<file path="src/rtl/tmpl_pkg.sv">
/*
 * shared constants and types for the timer mode priority logic.
 * assumes one peripheral clock and a software command port on that clock.
 */
`default_nettype none
package tmpl_pkg;

   // ****************************************************************
   // widths and constants
   // ****************************************************************
   localparam int          IO_W        = 16;
   localparam int          LM_W        = 32;
   localparam int          PRE_W       = 8;
   localparam logic [15:0] IO_ONES     = 16'hffff;
   localparam logic [15:0] IO_ZERO     = 16'h0000;
   localparam logic [15:0] IO_ONE      = 16'h0001;
   localparam logic [31:0] LM_ZERO     = 32'h0000_0000;
   localparam logic [31:0] LM_ONE      = 32'h0000_0001;
   localparam logic [7:0]  PRE_ZERO    = 8'h00;
   localparam logic [7:0]  PRE_ONE     = 8'h01;

   // ****************************************************************
   // modes and states
   // ****************************************************************
   typedef enum logic [1:0] {
      TMPL_IO_DELAYED = 2'b01,
      TMPL_IO_CONT    = 2'b10
   } tmpl_io_mode_t;

   typedef enum logic [2:0] {
      TMPL_ST_IDLE = 3'b001,
      TMPL_ST_WAIT = 3'b010,
      TMPL_ST_RUN  = 3'b100
   } tmpl_io_state_t;

   // ****************************************************************
   // software command carrier, one cycle strobes
   // ****************************************************************
   typedef struct packed {
      logic          io_en_wr;
      logic          io_en_val;
      logic          io_reload_wr;
      logic [15:0]   io_reload;
      logic          sm_wr;
      logic [15:0]   sm_wdata;
      logic          lm_wr;
      logic [31:0]   lm_wdata;
   } tmpl_cmd_t;

endpackage : tmpl_pkg
`default_nettype wire

</file>
<file path="src/rtl/tmpl_prescaler.sv">
/*
 * count clock prescaler: one-cycle tick every div+1 clocks.
 * assumes div is quasi static; a change takes effect in the current period, since the count is compared with div every cycle.
 */
`timescale 1ns/1ns
`default_nettype none
module tmpl_prescaler #(
   parameter int W = 8
) (
   input  wire logic         mclk,
   input  wire logic         rst_b,
   input  wire logic [W-1:0] div,
   output var  logic         tick_q
);

   logic [W-1:0] cnt_q;
   logic [W-1:0] cnt_d;
   logic         wrap;

   generate
      if (W < 1) begin : g_chk
         $error("prescaler width must be at least one");
      end
   endgenerate

   assign wrap  = (cnt_q >= div);
   assign cnt_d = wrap ? W'(0) : W'(cnt_q + W'(1));

   always_ff @(posedge mclk or negedge rst_b) begin
      if (!rst_b) begin
         cnt_q  <= '0;
         tick_q <= 1'b0;
      end else begin
         cnt_q  <= cnt_d;
         tick_q <= wrap;
      end
   end

endmodule : tmpl_prescaler
`default_nettype wire

</file>
<file path="src/rtl/tmpl_top.sv">
/*
 * output timer, small and large measure timers with event priority.
 * assumes cmd strobes come from logic on mclk; pins are asynchronous.
 */
// Functional notes
// RULE1 - delayed single-shot: underflow stop beats external pin enable in same period
// RULE2 - delayed single-shot: software enable beats underflow stop, counting continues
// RULE3 - software disable beats external pin enable in same period
// RULE4 - read right after underflow reload gives all ones, then reload minus one
// RULE5 - output flip-flop toggles only after one prescaler tick following enable
// RULE6 - small measure: write and event together load write data into both
// RULE7 - large measure: write loads counter, measure keeps the pre-write count
// RULE8 - software must not write large counter on bus 1 unless half rate
// RULE9 - bus 1 not half rate: capture leads counter by one; half rate exact
// RULE10 - continuous mode reloads at each underflow; single-shot stops after it
`timescale 1ns/1ns
`default_nettype none
module tmpl_top #(
   parameter int PRE_W = tmpl_pkg::PRE_W
) (
   input  wire logic                   mclk,
   input  wire logic                   rst_b,
   input  wire tmpl_pkg::tmpl_cmd_t    cmd,
   input  wire tmpl_pkg::tmpl_io_mode_t io_mode,
   input  wire logic [PRE_W-1:0]       pre_div,
   input  wire logic                   lm_bus1_sel,
   input  wire logic                   lm_half_clk,
   input  wire logic                   ext_en_pin,
   input  wire logic                   sm_meas_pin,
   input  wire logic                   lm_meas_pin,
   output var  logic [15:0]            io_cnt_q,
   output var  logic                   io_out_q,
   output var  logic                   io_en_q,
   output var  logic [15:0]            sm_cnt_q,
   output var  logic [15:0]            sm_meas_q,
   output var  logic [31:0]            lm_cnt_q,
   output var  logic [31:0]            lm_meas_q
);

   // ****************************************************************
   // parameter check
   // ****************************************************************
   generate
      if (PRE_W < 1 || PRE_W > 16) begin : g_chk
         $error("prescaler width out of range");
      end
   endgenerate

   // ****************************************************************
   // pin synchronisers and edge detect
   // ****************************************************************
   localparam int NPIN = 3;
   logic [NPIN-1:0] pin_raw;
   logic [NPIN-1:0] s1_q;
   logic [NPIN-1:0] s2_q;
   logic [NPIN-1:0] s3_q;
   logic [NPIN-1:0] pin_rise;

   assign pin_raw = {lm_meas_pin, sm_meas_pin, ext_en_pin};

   genvar gi;
   generate
      for (gi = 0; gi < NPIN; gi++) begin : g_sync
         always_ff @(posedge mclk or negedge rst_b) begin
            if (!rst_b) begin
               s1_q[gi] <= 1'b0;
               s2_q[gi] <= 1'b0;
               s3_q[gi] <= 1'b0;
            end else begin
               s1_q[gi] <= pin_raw[gi];
               s2_q[gi] <= s1_q[gi];
               s3_q[gi] <= s2_q[gi];
            end
         end
         assign pin_rise[gi] = s2_q[gi] & ~s3_q[gi];
      end
   endgenerate

   logic ext_en_ev;
   logic sm_ev;
   logic lm_ev;
   assign ext_en_ev = pin_rise[0];
   assign sm_ev     = pin_rise[1];
   assign lm_ev     = pin_rise[2];

   // ****************************************************************
   // count clock
   // ****************************************************************
   logic tick;

   tmpl_prescaler #(
      .W      (PRE_W)
   ) u_pre (
      .mclk   (mclk),
      .rst_b  (rst_b),
      .div    (pre_div),
      .tick_q (tick)
   );

   // ****************************************************************
   // output timer decode
   // ****************************************************************
   tmpl_pkg::tmpl_io_state_t io_st_q;
   tmpl_pkg::tmpl_io_state_t io_st_d;
   logic [15:0] io_reload_q;
   logic [15:0] io_cnt_d;
   logic [15:0] reload_m1;
   logic        reload_pend_q;
   logic        uf;
   logic        uf_stop;
   logic        en_d;
   logic        run;

   assign run       = (io_st_q == tmpl_pkg::TMPL_ST_RUN);
   assign uf        = run & tick & (io_cnt_q == tmpl_pkg::IO_ZERO);
   assign uf_stop   = uf & (io_mode == tmpl_pkg::TMPL_IO_DELAYED);    // [RULE10]
   assign reload_m1 = 16'(io_reload_q - tmpl_pkg::IO_ONE);

   // software write first, then underflow stop, then the pin
   assign en_d = cmd.io_en_wr ? cmd.io_en_val :                      // [RULE2] [RULE3]
                 uf_stop      ? 1'b0 :                               // [RULE1]
                 ext_en_ev    ? 1'b1 : io_en_q;

   // waiting for a tick keeps the flip-flop aligned to the count clock
   always_comb begin
      io_st_d = io_st_q;
      unique case (io_st_q)
         tmpl_pkg::TMPL_ST_IDLE: begin
            if (en_d) io_st_d = tmpl_pkg::TMPL_ST_WAIT;
         end
         tmpl_pkg::TMPL_ST_WAIT: begin
            if (!en_d) io_st_d = tmpl_pkg::TMPL_ST_IDLE;
            else if (tick) io_st_d = tmpl_pkg::TMPL_ST_RUN;          // [RULE5]
         end
         tmpl_pkg::TMPL_ST_RUN: begin
            if (!en_d) io_st_d = tmpl_pkg::TMPL_ST_IDLE;
         end
         default: io_st_d = tmpl_pkg::TMPL_ST_IDLE;
      endcase
   end

   // reload shows all ones for one cycle, then reload minus one
   assign io_cnt_d = uf                 ? tmpl_pkg::IO_ONES :         // [RULE4]
                     reload_pend_q      ? reload_m1 :                 // [RULE4]
                     (io_st_q == tmpl_pkg::TMPL_ST_IDLE && en_d) ? io_reload_q :
                     (run && tick)      ? 16'(io_cnt_q - tmpl_pkg::IO_ONE) :
                     io_cnt_q;

   always_ff @(posedge mclk or negedge rst_b) begin
      if (!rst_b) begin
         io_st_q       <= tmpl_pkg::TMPL_ST_IDLE;
         io_en_q       <= 1'b0;
         io_cnt_q      <= tmpl_pkg::IO_ZERO;
         io_reload_q   <= tmpl_pkg::IO_ZERO;
         reload_pend_q <= 1'b0;
         io_out_q      <= 1'b0;
      end else begin
         io_st_q       <= io_st_d;
         io_en_q       <= en_d;
         io_cnt_q      <= io_cnt_d;
         reload_pend_q <= uf;
         if (cmd.io_reload_wr) io_reload_q <= cmd.io_reload;
         if (uf) io_out_q <= ~io_out_q;                               // [RULE5]
      end
   end

   // ****************************************************************
   // small measure timer
   // ****************************************************************
   logic [15:0] sm_cnt_d;
   logic [15:0] sm_meas_d;

   assign sm_cnt_d  = cmd.sm_wr ? cmd.sm_wdata :
                      tick      ? 16'(sm_cnt_q + tmpl_pkg::IO_ONE) : sm_cnt_q;
   assign sm_meas_d = !sm_ev    ? sm_meas_q :
                      cmd.sm_wr ? cmd.sm_wdata : sm_cnt_q;            // [RULE6]

   always_ff @(posedge mclk or negedge rst_b) begin
      if (!rst_b) begin
         sm_cnt_q  <= tmpl_pkg::IO_ZERO;
         sm_meas_q <= tmpl_pkg::IO_ZERO;
      end else begin
         sm_cnt_q  <= sm_cnt_d;
         sm_meas_q <= sm_meas_d;
      end
   end

   // ****************************************************************
   // large measure timer
   // ****************************************************************
   logic        half_q;
   logic        lm_tick;
   logic        lm_lead;
   logic [31:0] lm_cap;
   logic [31:0] lm_cnt_d;

   // half rate runs on its own toggle so capture timing stays exact
   assign lm_tick  = lm_half_clk ? half_q : tick;
   assign lm_lead  = lm_bus1_sel & ~lm_half_clk;
   assign lm_cap   = lm_lead ? 32'(lm_cnt_q + tmpl_pkg::LM_ONE) : lm_cnt_q; // [RULE9]
   assign lm_cnt_d = cmd.lm_wr ? cmd.lm_wdata :                       // [RULE7]
                     lm_tick   ? 32'(lm_cnt_q + tmpl_pkg::LM_ONE) : lm_cnt_q;

   always_ff @(posedge mclk or negedge rst_b) begin
      if (!rst_b) begin
         half_q    <= 1'b0;
         lm_cnt_q  <= tmpl_pkg::LM_ZERO;
         lm_meas_q <= tmpl_pkg::LM_ZERO;
      end else begin
         half_q   <= ~half_q;
         lm_cnt_q <= lm_cnt_d;
         if (lm_ev) lm_meas_q <= lm_cap;                              // [RULE7]
      end
   end
endmodule : tmpl_top
`default_nettype wire

</file>
<file path="config.mk">
export PLATFORM = sky130hd
export DESIGN_NAME = tmpl_top
export DESIGN_NICKNAME = d
export VERILOG_FILES = /design/src/rtl/tmpl_pkg.sv /design/src/rtl/tmpl_prescaler.sv /design/src/rtl/tmpl_top.sv
export SDC_FILE = /design/constraint.sdc
export NUM_CORES = 1
export LEC_CHECK = 0
export BUFFER_PORTS_ARGS = -buffer_cell sky130_fd_sc_hd__buf_2
export CORE_UTILIZATION = 49
export DETAILED_ROUTE_END_ITERATION = 16
export PLACE_DENSITY = 0.8
export RECOVER_POWER = 25
export SYNTH_ARGS = -nofsm -noshare
export SYNTH_HDL_FRONTEND = slang
export SYNTH_SLANG_ARGS = --single-unit
</file>
<file path="constraint.sdc">
create_clock -name mclk -period 2.1 [get_ports mclk]
set_input_delay 0.105 -clock mclk [delete_from_list [all_inputs] [get_ports mclk]]
set_output_delay 0.105 -clock mclk [all_outputs]
set_load 0.02 [all_outputs]
</file>
==> impl_results.html <==
<table>
<tr><th>Metric</th><th>Value</th></tr>
<tr><th colspan="2">Run status</th></tr>
<tr><td>Status</td><td>finished clean</td></tr>
<tr><th colspan="2">Timing</th></tr>
<tr><td>Setup-violating endpoint count in the final report</td><td>0</td></tr>
<tr><td>Unrepaired setup endpoints after global routing</td><td>true</td></tr>
<tr><td>Post-route minimum period</td><td>roughly 2000 ps</td></tr>
<tr><td>Slew Viols, Final</td><td>0</td></tr>
<tr><td>Share of the clock period used by the worst path</td><td>0.970</td></tr>
<tr><td>Clock Skews</td><td>10.1 ps</td></tr>
<tr><td>Worst hold slack</td><td>19.7 ps</td></tr>
<tr><td>Headroom to the max-slew limit</td><td>0.306</td></tr>
<tr><td>Final-report hold violation count</td><td>0</td></tr>
<tr><td>Upper clock frequency limit</td><td>491 MHz</td></tr>
<tr><td>Actual transition at the worst max-transition pin</td><td>1040 ps</td></tr>
<tr><th colspan="2">GRT</th></tr>
<tr><td>Global-route wire length before repair</td><td>39.5 mm</td></tr>
<tr><td>Met2 Track Usage GR</td><td>0.490</td></tr>
<tr><td>Vias in the first global route</td><td>around 8,000</td></tr>
<tr><td>Met3 demand-to-capacity share in global routing</td><td>0.0607</td></tr>
<tr><td>Most used routing layer</td><td>met2</td></tr>
<tr><td>Largest net degree at the start of global routing</td><td>65</td></tr>
<tr><td>Gr ovfl total</td><td>0</td></tr>
<tr><td>Met1 Resource Use GR</td><td>0.342</td></tr>
<tr><td>Number of antenna violations at the first check in global routing</td><td>1</td></tr>
<tr><td>All-layer global routing usage</td><td>0.281</td></tr>
<tr><th colspan="2">Floorplan</th></tr>
<tr><td>Number of rows created at floorplan</td><td>47</td></tr>
<tr><td>Die Wd</td><td>approximately 130 um</td></tr>
<tr><td>DIE AREA</td><td>roughly 18,000 um2</td></tr>
<tr><td>Number of top-level pins</td><td>200</td></tr>
<tr><td>Starting utilization of the core area</td><td>0.502</td></tr>
<tr><td>Die Height</td><td>around 130 um</td></tr>
<tr><td>Core area</td><td>approximately 17,000 um2</td></tr>
<tr><th colspan="2">Detailed routing</th></tr>
<tr><td>DRC</td><td>0</td></tr>
<tr><td>Drt total wl</td><td>24.3 mm</td></tr>
<tr><td>Count of vias placed by the detailed router</td><td>8,069</td></tr>
<tr><td>TritonRoute pass-1 iters</td><td>5</td></tr>
<tr><td>Via-per-instance ratio</td><td>5.66</td></tr>
<tr><td>Antenna-violating nets left</td><td>0</td></tr>
<tr><td>Average routed wire per standard cell</td><td>17.0 um</td></tr>
<tr><td>Starting DRC count in detailed routing</td><td>576</td></tr>
<tr><th colspan="2">Placed design</th></tr>
<tr><td>Cell total after placement</td><td>1,323</td></tr>
<tr><td>Number of I/O port buffers</td><td>between 150 and 200</td></tr>
<tr><td>HPWL after detailed placement</td><td>16.4 mm</td></tr>
<tr><td>Global placer's final weighted congestion</td><td>roughly 1.0</td></tr>
<tr><th colspan="2">Yosys</th></tr>
<tr><td>Syn. warnings</td><td>0</td></tr>
<tr><td>Commonest register cell after synthesis</td><td>dfrtp_1</td></tr>
<tr><td>Most area-hungry cell type in the Yosys netlist</td><td>dfrtp_1</td></tr>
<tr><td>Post-synth top cells</td><td>152 x dfrtp_1, 129 x nand2_1, 92 x o21ai_0, 64 x xnor2_1, 45 x clkbuf_1</td></tr>
<tr><td>Post-synthesis async set-or-reset flop share</td><td>1.00</td></tr>
<tr><td>Portion of synthesized cell area occupied by the leading cell type</td><td>0.457</td></tr>
<tr><td>Number of standard cells after synthesis</td><td>896</td></tr>
<tr><td>Most common cell in the netlist</td><td>dfrtp_1</td></tr>
<tr><td>Post-synthesis cell type count</td><td>67</td></tr>
<tr><td>Count of flip-flops with a built-in enable after synthesis</td><td>0</td></tr>
<tr><td>Synth Cell Area</td><td>8330 um2</td></tr>
<tr><td>Register bit count reported by yosys</td><td>153</td></tr>
<tr><td>Main area contributors after synthesis</td><td>dfrtp_1 46%, xnor2_1 6.7%, nand2_1 5.8%, o21ai_0 5.5%, xor2_1 2.6%</td></tr>
<tr><td>Share of synthesized area occupied by flip-flops and latches</td><td>0.460</td></tr>
<tr><td>Mapped Nets</td><td>about 1,000</td></tr>
<tr><td>Mean instance size in the synthesized netlist</td><td>9.29 um2</td></tr>
<tr><th colspan="2">Finish</th></tr>
<tr><td>Layout-stage area growth over the synthesis result</td><td>34.5%</td></tr>
<tr><td>Layout cell share with drive strength beyond 1</td><td>0.278</td></tr>
<tr><td>Utilization of the core after routing</td><td>0.675</td></tr>
<tr><td>Number of nets in the final layout</td><td>roughly 1,300</td></tr>
<tr><td>Number of cells in the finished layout apart from fillers</td><td>around 1,400</td></tr>
<tr><th colspan="2">CTS</th></tr>
<tr><td>CTS sink count</td><td>153</td></tr>
<tr><td>H-Tree Depth</td><td>4</td></tr>
<tr><td>Latest clock arrival within the worst-skew pair</td><td>420 ps</td></tr>
<tr><td>Clk pin slew, worst setup/hold paths</td><td>60 ps</td></tr>
<tr><td>Clock Path Buffers</td><td>2</td></tr>
<tr><td>Clock tree from TritonCTS</td><td>built</td></tr>
<tr><td>Clock root buffer</td><td>clkbuf_16</td></tr>
<tr><td>Clock buffer count from CTS</td><td>17</td></tr>
<tr><th colspan="2">Pwr</th></tr>
<tr><td>Leak</td><td>0.00493 uW</td></tr>
<tr><td>Worst supply voltage drop on vdd</td><td>621 uV</td></tr>
<tr><td>Power per unit of standard cell area</td><td>954 nW/um2</td></tr>
<tr><th colspan="2">Worst setup path</th></tr>
<tr><td>Destination of the critical timing path</td><td>io_cnt_q[15]$_DFFE_PN0P_</td></tr>
<tr><td>Register-to-register path setup slack</td><td>approximately 64 ps</td></tr>
<tr><td>Cells traversed along the worst timing path</td><td>or4_4 -&gt; or3_4 -&gt; o311a_1 -&gt; a221oi_2 -&gt; nand3_1</td></tr>
<tr><td>Data arrival time of the critical path</td><td>about 2300 ps</td></tr>
<tr><td>Delay-heaviest family, CP</td><td>simple AND/OR/NAND/NOR gates</td></tr>
<tr><td>End of the worst register-to-register path</td><td>io_cnt_q[15]$_DFFE_PN0P_</td></tr>
<tr><td>Slowest stage cell on the critical path</td><td>or4_4</td></tr>
<tr><td>Cell count along the critical path</td><td>5</td></tr>
<tr><td>Largest fanout on the critical path</td><td>6</td></tr>
<tr><td>Longest individual stage delay on the worst path</td><td>between 500 and 600 ps</td></tr>
<tr><td>Startpoint of the lowest-slack register-to-register path</td><td>io_reload_q[3]$_DFFE_PN0P_</td></tr>
<tr><td>Setup crit start kind</td><td>register</td></tr>
<tr><td>Critical path class</td><td>reg2reg</td></tr>
<tr><td>Worst Setup SP</td><td>io_reload_q[3]$_DFFE_PN0P_</td></tr>
<tr><td>Worst Setup End Kind</td><td>register</td></tr>
<tr><td>Worst r2r path cells</td><td>5</td></tr>
<tr><td>Data required time at the worst endpoint</td><td>2390 ps</td></tr>
<tr><td>CP bufs+invs</td><td>0</td></tr>
<tr><th colspan="2">Run</th></tr>
<tr><td>Number of violations of the max-capacitance limit</td><td>0</td></tr>
<tr><th colspan="2">Hold path</th></tr>
<tr><td>Class of the most critical hold timing path</td><td>in2reg</td></tr>
</table>
-- per-layer routing --
| layer | vias to the layer above | part of all wire | wire length [um] |
|---|---|---|---|
| li1 | 3784 | - | - |
| met2 | 335 | 0.51 | 12300 |
| met3 | 54 | 0.068 | 1650 |
| met1 | 3896 | 0.40 | 9780 |
| met4 | 0 | 0.025 | 607 |
| met5 | - | 0 | 0 |
-- logic make-up (layout without fill, tap and decap cells) --
group	count (synthesis)	in the layout	share of synthesized area
DFF	153	153	0.460
AOI/OAI and AO/OA	188	188	0.138
muxes	33	33	0.0421
adders and majority gates	14	14	0.0210
buffers and inverters	77	386	0.0370
other	0	1	0
and+or+nand+nor	342	342	0.208
xor gates and xnor gates	89	89	0.0936
-- registers in the layout, summed over array words and instances, names as in the netlist --
| name | flops |
|---|---|
| io_reload_q | 16 |
| io_en_q | 1 |
| half_q | 1 |
| io_st_q | 3 |
| io_cnt_q | 16 |
| sm_cnt_q | 16 |
| s3_q | 3 |
| io_out_q | 1 |
| lm_meas_q | 32 |
| reload_pend_q | 1 |
| u_pre.cnt_q | 8 |
| lm_cnt_q | 32 |
| s2_q | 3 |
| u_pre.tick_q | 1 |
| sm_meas_q | 16 |
| s1_q | 3 |
-- how the worst min path moves through the flow --
stage	slack, ps	from	endpoint	depth (start not counted)
detailed placement	50	rst_b	lm_meas_q[9]$_DFFE_PN0P_	1
global route	40	cmd[48]	sm_meas_q[15]$_DFFE_PN0P_	3
floorplan	-190	rst_b	half_q$_DFF_PN0_	0
global placement	50	rst_b	lm_meas_q[9]$_DFFE_PN0P_	1
CTS	1	cmd[48]	sm_meas_q[15]$_DFFE_PN0P_	3
finish	20	cmd[48]	sm_meas_q[15]$_DFFE_PN0P_	3
-- worst register-to-register path, cell delays in order (launching register included) --
cell and delay [ps]:
dfrtp_1 380, or4_4 590, or3_4 350, o311a_1 300, a221oi_2 180, nand3_1 110
-- repair_timing --
item | CTS | global route
setup endpoints to repair | 0 | 27
setup buffers | 0 | 3
endpoints found under the hold margin | 209 | 0
resized for setup | 0 | 14
hold buffers | 67 | 0
-- cell type report --
type / count / area (um2)
fill: 1311 / 5390
clock buffer: 19 / 443
multi-input combinational: 666 / 4250
clock inverter: 13 / 134
inverter: 22 / 82.6
tap: 220 / 275
antenna: 1 / 2.50
timing repair buffer: 332 / 2170
sequential: 153 / 3830
-- through the flow --
stage | TNS (ps) | total power (uW) | worst slack, ps | instance area (um2)
floorplan | -18.4 | 6110 | -18.4 | 8330
global placement | 0 | 7440 | 106 | 9890
detailed placement | 0 | 7530 | 62.3 | 9890
CTS | 0 | 10700 | 54.0 | 11100
global route | -46.3 | 11200 | -26.3 | 11200
finish | 0 | 10700 | 63.7 | 11200
-- power by group --
group / switching [uW] / internal (uW) / total, uW
combinational: 2080 / 1530 / 3610
sequential: 588 / 3480 / 4070
clock: 1310 / 1700 / 3010
-- cells in the final DEF (no fill, tap or decap), types with 22 or more instances in the layout --
master	instances
buf_2	199
dfrtp_1	151
nand2_1	129
o21ai_0	92
dlygate4sd3_1	67
xnor2_1	64
buf_4	63
nor2_1	38
nor3_1	34
nand3_1	29
xor2_1	25
inv_1	22
(Power assumes the default switching activity.)
